### src/rtl/brc_pkg.sv
// Package with constants for the bridge reset control block.
// How it works
// - Hold power-on reset until supply good, refclk active, then ten microseconds.
// - Power-on reset clears everything and drives the secondary bus reset.
// - Global reset low forces a full reset asynchronously in all power states.
// - After global reset, static inputs are captured at fundamental reset release and held until the next reset.
// - After global reset or fundamental reset release, start EEPROM download if present.
// - Link training starts within eighty milliseconds after global reset release.
// - Fundamental reset clears non-sticky state and drives the secondary bus reset.
// - Fundamental reset release means power good: capture, download, train within limit.
// - A link hot reset moves the link interface into the link-down state.
// - Link-down resets non-sticky, non-EEPROM state and drives secondary bus reset.
// - Secondary reset bit in bridge control drives the secondary bus reset output.
// - Refclk type select low means 100 MHz differential, high 125 MHz single-ended.
package brc_pkg;
    localparam int CLK_MHZ = 100;
    localparam int POR_WAIT_US = 10;
    localparam int POR_WAIT_CYC = POR_WAIT_US * CLK_MHZ;
    localparam int TRAIN_LIMIT_MS = 80;
    localparam int TRAIN_LIMIT_CYC = TRAIN_LIMIT_MS * 1000 * CLK_MHZ;
    localparam int TRAIN_DELAY_CYC_DEF = 16;
    // Bridge control is a word index, so its byte address is four times the index.
    localparam logic [11:0] IDX_BRIDGE_CONTROL = 12'h03E;
    localparam logic [11:0] ADDR_BRIDGE_CONTROL = IDX_BRIDGE_CONTROL << 2;
    localparam logic [11:0] ADDR_RESET_STATUS = 12'h040;
    localparam logic [11:0] ADDR_STATIC_CAPTURE = 12'h044;
    localparam int BRCTL_SEC_RESET_BIT = 6;
    localparam int BRCTL_SHIFT = 0;
    localparam logic [15:0] BRCTL_RESET = 16'h0000;
    localparam int STATIC_W = 8;
    localparam int REFCLK_TYPE_SELECT_BIT = 8;
    localparam int ST_POR_BIT = 0;
    localparam int ST_LINKDN_BIT = 1;
    localparam int ST_DL_BIT = 2;
    localparam int ST_TRAIN_BIT = 3;
    localparam int ST_SECRST_BIT = 4;
    localparam int ST_HOTRST_BIT = 5;
    localparam int CNT_W = 32;
    typedef enum logic [3:0] {
        BRC_WAIT_SUPPLY = 4'h1,
        BRC_WAIT_CLK = 4'h2,
        BRC_WAIT_DELAY = 4'h4,
        BRC_READY = 4'h8
    } brc_por_type;
endpackage : brc_pkg

### src/rtl/brc_sync.sv
// Two-flop synchroniser for asynchronous level inputs.
`timescale 1ns/1ps
`default_nettype none
module brc_sync #(
    parameter int W = 1
) (
    input wire logic pclk,
    input wire logic rst_n,
    input wire logic [W-1:0] d,
    output logic [W-1:0] q
);
    logic [W-1:0] meta_ff;

    // First stage feeds only the second stage.
    always_ff @(posedge pclk or negedge rst_n) begin
        if (!rst_n) begin
            meta_ff <= '0;
            q <= '0;
        end else begin
            meta_ff <= d;
            q <= meta_ff;
        end
    end
endmodule : brc_sync
`default_nettype wire

### src/rtl/brc_top.sv
// Reset source merging, scope outputs, static capture and APB registers.
`timescale 1ns/1ps
`default_nettype none
module brc_top #(
    parameter int TRAIN_DELAY_CYC = brc_pkg::TRAIN_DELAY_CYC_DEF
) (
    input wire logic pclk,
    input wire logic presetn,
    input wire logic global_reset_n,
    input wire logic perst_n,
    input wire logic core_supply_monitor,
    input wire logic refclk_active,
    input wire logic refclk_type_select,
    input wire logic hot_reset_rx,
    input wire logic eeprom_present,
    input wire logic [brc_pkg::STATIC_W-1:0] static_inputs,
    input wire logic psel,
    input wire logic penable,
    input wire logic pwrite,
    input wire logic [11:0] paddr,
    input wire logic [31:0] pwdata,
    output logic [31:0] prdata,
    output logic pready,
    output logic pslverr,
    output logic full_reset_n,
    output logic fundamental_reset_n,
    output logic link_down_reset_n,
    output logic secondary_bus_reset_out,
    output logic eeprom_download_start,
    output logic link_train_start,
    output logic refclk_single_ended_125,
    output logic [brc_pkg::STATIC_W-1:0] static_latched
);
    // Full reset: the bus reset or the global reset pin, both asynchronous.
    logic por_arst_n;
    assign por_arst_n = presetn & global_reset_n;

    // Synchronised pin levels.
    logic supply_s;
    logic clk_s;
    logic perst_s;
    logic hot_s;
    logic sel_s;
    logic [brc_pkg::STATIC_W-1:0] static_s;

    brc_sync #(.W(5 + brc_pkg::STATIC_W)) u_sync (
        .pclk(pclk),
        .rst_n(por_arst_n),
        .d({core_supply_monitor, refclk_active, perst_n, hot_reset_rx, refclk_type_select, static_inputs}),
        .q({supply_s, clk_s, perst_s, hot_s, sel_s, static_s})
    );

    // Power-on sequencer state.
    brc_pkg::brc_por_type por_ff;
    brc_pkg::brc_por_type nxt_por;
    logic [brc_pkg::CNT_W-1:0] por_cnt_ff;
    logic por_done;
    assign por_done = (por_ff == brc_pkg::BRC_READY);

    // Supply, then clock, then a fixed wait before release.
    always_comb begin
        nxt_por = por_ff;
        case (por_ff)
            brc_pkg::BRC_WAIT_SUPPLY: begin
                if (supply_s) begin
                    nxt_por = brc_pkg::BRC_WAIT_CLK;
                end
            end
            brc_pkg::BRC_WAIT_CLK: begin
                if (!supply_s) begin
                    nxt_por = brc_pkg::BRC_WAIT_SUPPLY;
                end else if (clk_s) begin
                    nxt_por = brc_pkg::BRC_WAIT_DELAY;
                end
            end
            brc_pkg::BRC_WAIT_DELAY: begin
                if (!supply_s || !clk_s) begin
                    nxt_por = brc_pkg::BRC_WAIT_SUPPLY;
                end else if (por_cnt_ff == brc_pkg::CNT_W'(brc_pkg::POR_WAIT_CYC - 1)) begin
                    nxt_por = brc_pkg::BRC_READY;
                end
            end
            brc_pkg::BRC_READY: begin
                nxt_por = brc_pkg::BRC_READY;
            end
            default: begin
                nxt_por = brc_pkg::BRC_WAIT_SUPPLY;
            end
        endcase
    end

    // Sequencer register, cleared by the full reset.
    always_ff @(posedge pclk or negedge por_arst_n) begin
        if (!por_arst_n) begin
            por_ff <= brc_pkg::BRC_WAIT_SUPPLY;
        end else begin
            por_ff <= nxt_por;
        end
    end

    // Delay counter runs only in the wait state.
    always_ff @(posedge pclk or negedge por_arst_n) begin
        if (!por_arst_n) begin
            por_cnt_ff <= '0;
        end else if (por_ff == brc_pkg::BRC_WAIT_DELAY) begin
            por_cnt_ff <= por_cnt_ff + 1'b1;
        end else begin
            por_cnt_ff <= '0;
        end
    end

    // Fundamental reset active while the pin is low or power-on is not done.
    logic fund_active;
    assign fund_active = !perst_s || !por_done;

    // Link-down state entered on hot or fundamental reset, left once both clear.
    logic dl_down_ff;
    always_ff @(posedge pclk or negedge por_arst_n) begin
        if (!por_arst_n) begin
            dl_down_ff <= 1'b1;
        end else if (hot_s || fund_active) begin
            dl_down_ff <= 1'b1;
        end else begin
            dl_down_ff <= 1'b0;
        end
    end

    // A fundamental or link-down scope is active; both clear the same non-sticky state.
    function automatic logic wide_scope(input logic fund, input logic dl);
        wide_scope = fund || dl;
    endfunction : wide_scope

    // Scope outputs, each wider scope implying the narrower ones.
    always_ff @(posedge pclk or negedge por_arst_n) begin
        if (!por_arst_n) begin
            full_reset_n <= 1'b0;
            fundamental_reset_n <= 1'b0;
            link_down_reset_n <= 1'b0;
        end else begin
            full_reset_n <= por_done;
            fundamental_reset_n <= !fund_active;
            link_down_reset_n <= !wide_scope(fund_active, dl_down_ff);
        end
    end

    // Release detection: end of any wider reset begins the post-reset actions.
    logic fund_active_d_ff;
    logic release_pulse;
    assign release_pulse = fund_active_d_ff && !fund_active;
    always_ff @(posedge pclk or negedge por_arst_n) begin
        if (!por_arst_n) begin
            fund_active_d_ff <= 1'b1;
        end else begin
            fund_active_d_ff <= fund_active;
        end
    end

    // Static inputs and refclk type captured at release and held until next reset.
    logic refclk_type_select_ff;
    always_ff @(posedge pclk or negedge por_arst_n) begin
        if (!por_arst_n) begin
            static_latched <= '0;
            refclk_type_select_ff <= 1'b0;
        end else if (release_pulse) begin
            static_latched <= static_s;
            refclk_type_select_ff <= sel_s;
        end
    end
    assign refclk_single_ended_125 = refclk_type_select_ff;

    // EEPROM download start pulse.
    always_ff @(posedge pclk or negedge por_arst_n) begin
        if (!por_arst_n) begin
            eeprom_download_start <= 1'b0;
        end else begin
            eeprom_download_start <= release_pulse && eeprom_present;
        end
    end

    // Training delay counter after release; must stay under the limit.
    logic [brc_pkg::CNT_W-1:0] train_cnt_ff;
    logic train_wait_ff;
    always_ff @(posedge pclk or negedge por_arst_n) begin
        if (!por_arst_n) begin
            train_wait_ff <= 1'b0;
            train_cnt_ff <= '0;
            link_train_start <= 1'b0;
        end else if (fund_active) begin
            train_wait_ff <= 1'b0;
            train_cnt_ff <= '0;
            link_train_start <= 1'b0;
        end else if (release_pulse) begin
            train_wait_ff <= 1'b1;
            train_cnt_ff <= '0;
            link_train_start <= 1'b0;
        end else if (train_wait_ff) begin
            train_cnt_ff <= train_cnt_ff + 1'b1;
            if (train_cnt_ff >= brc_pkg::CNT_W'(TRAIN_DELAY_CYC - 1)
                || train_cnt_ff >= brc_pkg::CNT_W'(brc_pkg::TRAIN_LIMIT_CYC - 1)) begin
                train_wait_ff <= 1'b0;
                link_train_start <= 1'b1;
            end
        end else begin
            link_train_start <= 1'b0;
        end
    end

    // Bridge control register, cleared by the fundamental and link-down scopes.
    logic [15:0] brctl_ff;
    logic wr_en;
    assign wr_en = psel && penable && pwrite;
    always_ff @(posedge pclk or negedge por_arst_n) begin
        if (!por_arst_n) begin
            brctl_ff <= brc_pkg::BRCTL_RESET;
        end else if (wide_scope(fund_active, dl_down_ff)) begin
            brctl_ff <= brc_pkg::BRCTL_RESET;
        end else if (wr_en && paddr == brc_pkg::ADDR_BRIDGE_CONTROL) begin
            brctl_ff <= pwdata[brc_pkg::BRCTL_SHIFT +: 16];
        end
    end

    // Secondary bus reset while any source asks for it.
    always_ff @(posedge pclk or negedge por_arst_n) begin
        if (!por_arst_n) begin
            secondary_bus_reset_out <= 1'b1;
        end else begin
            secondary_bus_reset_out <= wide_scope(fund_active, dl_down_ff)
                || brctl_ff[brc_pkg::BRCTL_SEC_RESET_BIT];
        end
    end

    // Read data mux, registered in the setup phase.
    logic [31:0] rd_mux;
    always_comb begin
        rd_mux = 32'h00000000;
        case (paddr)
            brc_pkg::ADDR_BRIDGE_CONTROL: begin
                rd_mux[brc_pkg::BRCTL_SHIFT +: 16] = brctl_ff;
            end
            brc_pkg::ADDR_RESET_STATUS: begin
                rd_mux[brc_pkg::ST_POR_BIT] = por_done;
                rd_mux[brc_pkg::ST_LINKDN_BIT] = fund_active;
                rd_mux[brc_pkg::ST_DL_BIT] = dl_down_ff;
                rd_mux[brc_pkg::ST_TRAIN_BIT] = train_wait_ff;
                rd_mux[brc_pkg::ST_SECRST_BIT] = secondary_bus_reset_out;
                rd_mux[brc_pkg::ST_HOTRST_BIT] = hot_s;
            end
            brc_pkg::ADDR_STATIC_CAPTURE: begin
                rd_mux[brc_pkg::STATIC_W-1:0] = static_latched;
                rd_mux[brc_pkg::REFCLK_TYPE_SELECT_BIT] = refclk_type_select_ff;
            end
            default: begin
                rd_mux = 32'h00000000;
            end
        endcase
    end

    // Register read data and error flag at setup.
    logic known;
    assign known = (paddr == brc_pkg::ADDR_BRIDGE_CONTROL) || (paddr == brc_pkg::ADDR_RESET_STATUS)
        || (paddr == brc_pkg::ADDR_STATIC_CAPTURE);
    logic err_ff;
    always_ff @(posedge pclk or negedge presetn) begin
        if (!presetn) begin
            prdata <= 32'h00000000;
            err_ff <= 1'b0;
        end else if (psel && !penable) begin
            prdata <= pwrite ? 32'h00000000 : rd_mux;
            err_ff <= !known;
        end
    end

    // Always ready; error reported only in the access phase.
    assign pready = 1'b1;
    assign pslverr = psel && penable && err_ff;
endmodule : brc_top
`default_nettype wire

### config.mk
export PLATFORM = sky130hd
export DESIGN_NAME = brc_top
export DESIGN_NICKNAME = d
export VERILOG_FILES = /design/src/rtl/brc_pkg.sv /design/src/rtl/brc_sync.sv /design/src/rtl/brc_top.sv
export SDC_FILE = /design/constraint.sdc
export NUM_CORES = 1
export LEC_CHECK = 0
export BUFFER_PORTS_ARGS = -buffer_cell sky130_fd_sc_hd__buf_2
export CORE_MARGIN = 2
export CORE_UTILIZATION = 35
export CTS_CLUSTER_SIZE = 8
export DETAILED_ROUTE_END_ITERATION = 6
export PLACE_DENSITY_LB_ADDON = 0.08
export SETUP_SLACK_MARGIN = 0.5
export SLEW_MARGIN = 15
export SYNTH_ARGS = -nofsm -noshare
export SYNTH_HDL_FRONTEND = slang
export SYNTH_HIERARCHICAL = 1
export SYNTH_SLANG_ARGS = --single-unit
### constraint.sdc
create_clock -name pclk -period 12.23 [get_ports pclk]
set_clock_uncertainty 0.2 [all_clocks]
set_input_delay 2.446 -clock pclk [delete_from_list [all_inputs] [get_ports pclk]]
set_output_delay 2.446 -clock pclk [all_outputs]
set_load 0.03 [all_outputs]
-- Word-level counts from Yosys, hierarchy flattened
Index checks and enable logic that the tools add are counted.
- register bits: 161
- logic and storage cells: 87
- bits of input ports: 64
- output and inout port bits: 49
- multiplexer cells: 25
- reductions and logical operators: 26
- add/sub/neg operators: 2
- eq/ne operators: 12
- order comparisons: 2
- bitwise operators: 1
- operators by type and width (cell ; number):
    two-way mux 32 bit ; 4
    adder 32 x 1 -> 32 bit (second input constant) ; 2
    two-way mux 16 bit ; 3
    equality test 32 x 10 -> 1 bit (second input constant) ; 1
    >= comparator 32 x 23 -> 1 bit (second input constant) ; 1
    >= comparator 32 x 4 -> 1 bit (second input constant) ; 1
    equality test 12 x 7 -> 1 bit (second input constant) ; 2
    two-way mux 4 bit ; 5
    case mux 6 bit (3 select lines) ; 1
    case mux 4 bit (4 select lines) ; 1
    equality test 12 x 8 -> 1 bit (second input constant) ; 1
    two-way mux 1 bit ; 9
    logical NOT 1 bit ; 8
    logical OR 1 bit ; 8
    logical AND 1 bit ; 7
    two-way mux 7 bit ; 1
    != test 3 bit (second input constant) ; 2
    case mux 3 bit (2 select lines) ; 1
    equality test 4 x 1 -> 1 bit (second input constant) ; 1
    equality test 4 x 2 -> 1 bit (second input constant) ; 1
    equality test 4 x 3 -> 1 bit (second input constant) ; 1
    equality test 4 bit (second input constant) ; 1
    != test 4 x 3 -> 1 bit (second input constant) ; 1
    AND reduction 3 bit ; 1
    4 further kinds ; 4

-- Depth between registers and ports, before layout
- depth after elaboration: 7
- gate-level depth with buffers: 8
- depth with buffers taken out: 6

-- By module
The synthesis kept the hierarchy.
- by module, submodules not included (module ; instances ; area an instance (um^2) ; sequential area each (um^2) ; cells each):
    brc_top ; 1 ; 5720.5 ; 2982.9 ; 562
    brc_sync ; 1 ; 650.6 ; 650.6 ; 26

-- Worst setup path after synthesis
Ideal clock, no wire load.
- path type: input to output
- start: in penable
- end: out pslverr
- data arrival time: 2.758 ns
- path buffers: 0
- data required time: 9.584 ns
- stages: 1
- setup slack: 6.826 ns
- path through: and3_1
- cells in the longest elaborated chain, start to end: 2
- ends and longest elaborated chain (item ; line ; RTL):
    start, declared ; brc_top.sv:18 ; input wire logic penable,
    logical AND 1 bit (2 in a row) ; brc_top.sv:275 ; assign pslverr = psel && penable && err_ff;
    end, declared ; brc_top.sv:24 ; output logic pslverr,
Every way passes these cells.

-- Worst setup path in the final report
Ends and elaborated chain as after synthesis.

==> impl_metrics.json <==
{
  "placed_area_um2": 6900,
  "area_growth_syn_to_layout_pct": 18.2,
  "dieArea_um2": 19300,
  "grt_max_degree": 86,
  "finalHoldViolations": 0,
  "leakage_nw": 3.31,
  "post_cts_buffers": 0,
  "die_w_um": 139,
  "max_cap_viol_count": 0,
  "grt_antenna_before_repair": 0,
  "multi_input_area_um2": 2540,
  "num_vias": 4595,
  "gr-total-overflow": 0,
  "crit_type": "in -> out",
  "netlist_instances": 588,
  "finalCriticalPeriod_ps": 5520,
  "cts_buffers": 17,
  "cts_tree": "done",
  "synthDistinctLibCells": 46,
  "grt_usage": 0.155,
  "synth_edf_count": 0,
  "dp.final_hpwl_um": 9980,
  "layout-drive-gt1-share": 0.204,
  "seq_area_frac_synth": 0.570,
  "setup_viol": 0,
  "cp.required_ps": 9580,
  "fill_cells": 1757,
  "gp_congestion": 0.803,
  "rows": 49,
  "synthFlopType": "dfrtp_1",
  "cp-endpoint": "pslverr",
  "max_freq_mhz": 181,
  "cts.path.max_buffers": 2,
  "p_per_area_nw_per_um2": 142,
  "grt_busiest_layer": "met2",
  "antenna_cells": 0,
  "htree_levels": 4,
  "fp.coreArea_um2": 17900,
  "cp-startpoint": "penable",
  "grt_util_met3": 0.0404,
  "clk_latency_ps": 430,
  "drt_iter0_drc": 197,
  "maxSlewViolCount": 0,
  "synth.avg_cell_area_um2": 10.8,
  "reg2reg_depth": 5,
  "r2r_start": "por_ff[1]",
  "ios": 113,
  "crit_path_start_kind": "primary input",
  "clock-sinks": 145,
  "fin_area_um2": 7530,
  "crit_arrival_ps": 2870,
  "fin_tns_setup_ps": 0,
  "use_met1": 0.216,
  "vdd_ir_drop_max_uv": 100,
  "regToRegSetupSlack_ps": 9500,
  "ant_nets": 0,
  "clockRootBuffer": "clkbuf_16",
  "viasPerCell": 5.07,
  "synth_seq_cells": 145,
  "cts_resized": 0,
  "path_clk_slew_ps": 60,
  "yosys_warnings": 6,
  "async_reset_ff_frac": 1.00,
  "slew_headroom": 0.223,
  "status": "completed",
  "r2r-end": "train_cnt_ff[31]",
  "wl_um": 14600,
  "grt_pass1_wl_um": 24000,
  "tightest_slew_ps": 1160,
  "rsz0062_at_grt": "false",
  "min_period_over_period": 0.451,
  "register_area_um2": 3630,
  "hold_path.class": "reg -> reg",
  "grt_use_met2": 0.242,
  "grt_pass1_vias": 4559,
  "wire_per_inst_um": 16.1,
  "nNetsFinal": 731,
  "crit_path_max_fanout": 3,
  "drc": 0,
  "holdBufCountCts": 0,
  "cp-end-kind": "output pin",
  "die_h_um": 139,
  "start_util": 0.356,
  "io_buffers": 79,
  "syn_area_um2": 6370,
  "firstDrtPassIters": 4
}
cell type report:
type / instances / share of cell area
tap: 229 / 0.0381
inverter: 12 / 0.00598
multi-input combinational: 409 / 0.338
clock inverter: 15 / 0.0253
timing repair buffer: 80 / 0.0540
sequential: 145 / 0.483
clock buffer: 17 / 0.0565
kinds of logic after synthesis:
group	after synthesis	share of synthesized area
other cells	2	0.00118
fa+ha+maj	2	0.00393
flops	145	0.570
mux	15	0.0253
xor+xnor	55	0.0756
compound gates	61	0.0668
simple gates	259	0.215
buf+inv	49	0.0414
cell usage after synthesis (3+ instances only):
cell | count | area [um2]
a21oi_1 | 18 | 90.1
a22o_1 | 23 | 201
a22oi_1 | 3 | 22.5
and2_1 | 4 | 25.0
and3_1 | 11 | 68.8
buf_4 | 19 | 143
clkbuf_1 | 16 | 60.1
dfrtp_1 | 141 | 3530
dfstp_2 | 4 | 105
inv_1 | 12 | 45.0
mux2_2 | 9 | 101
mux2i_1 | 6 | 60.1
nand2_1 | 31 | 116
nand2b_1 | 6 | 37.5
nand3_1 | 30 | 150
nand4_1 | 30 | 188
nor2_1 | 81 | 304
nor3_1 | 13 | 65.1
nor4_1 | 21 | 131
nor4b_1 | 3 | 26.3
o21ai_0 | 12 | 60.1
or3_1 | 10 | 62.6
xnor2_1 | 23 | 201
xor2_1 | 32 | 280
routing by layer:
layer | share of wire | vias to the layer above
met4 | 0.0090 | 0
li1 | - | 2200
met5 | 0 | -
met3 | 0.037 | 16
met2 | 0.47 | 97
met1 | 0.49 | 2282
state kept, by name, indices dropped and copies added, names as in the netlist, 4 cells and up:
signal          flops
por_ff              4
u_sync/q           13
static_latched      8
prdata             16
por_cnt_ff         32
brctl_ff           16
train_cnt_ff       32
u_sync/meta_ff     13
cells in the final DEF (no fill, tap or decap), types with 3 or more instances in the layout:
cell type  Yosys  final
o21ai_0       12     12
buf_2          1     79
or3_1         10      9
mux2i_1        6      6
a21oi_1       18     18
and2_1         4      3
xnor2_1       23     23
a22o_1        23     23
nor4b_1        3      3
dfrtp_1      141    141
inv_8          0      4
nand2_1       31     31
a22oi_1        3      3
mux2_2         9      9
dfstp_2        4      4
xor2_1        32     32
inv_6          0      5
nor3_1        13     13
conb_1         2     17
nor2_1        81     81
nand2b_1       6      6
clkbuf_16      0     17
nand4_1       30     30
inv_1         12     12
nor4_1        21     21
and3_1        11     11
nand3_1       30     30
power by group:
group | internal [mW] | switching [mW]
sequential | 0.486 | 0.00415
clock | 0.311 | 0.230
combinational | 0.00959 | 0.0248
worst min path at each step:
stage               slack (ps)            to               start  cells after the start
global placement           130   u_sync/q[2]   u_sync/meta_ff[2]                      0
finish                     140  u_sync/q[11]  u_sync/meta_ff[11]                      0
detailed placement         130  u_sync/q[11]  u_sync/meta_ff[11]                      0
CTS                        140  u_sync/q[11]  u_sync/meta_ff[11]                      0
global route               150  u_sync/q[11]  u_sync/meta_ff[11]                      0
floorplan                  130   u_sync/q[0]   u_sync/meta_ff[0]                      0
critical path, stage by stage:
cell and delay (ps):
buf_2 100, and3_1 150, buf_2 170
metrics by stage:
step / util / worst slack (ps) / cells / total power, mW / hold slack [ps]
floorplan: - / 5520 / 603 / 0.523 / 131
global placement: 0.385 / 6710 / 875 / 0.533 / 132
detailed placement: 0.385 / 6710 / 875 / 0.534 / 135
CTS: 0.420 / 6710 / 907 / 1.08 / 143
global route: 0.421 / 6690 / 907 / 1.11 / 150
finish: 0.421 / 6710 / 907 / 1.07 / 143
Note: power is estimated with default switching activity, not from simulation.
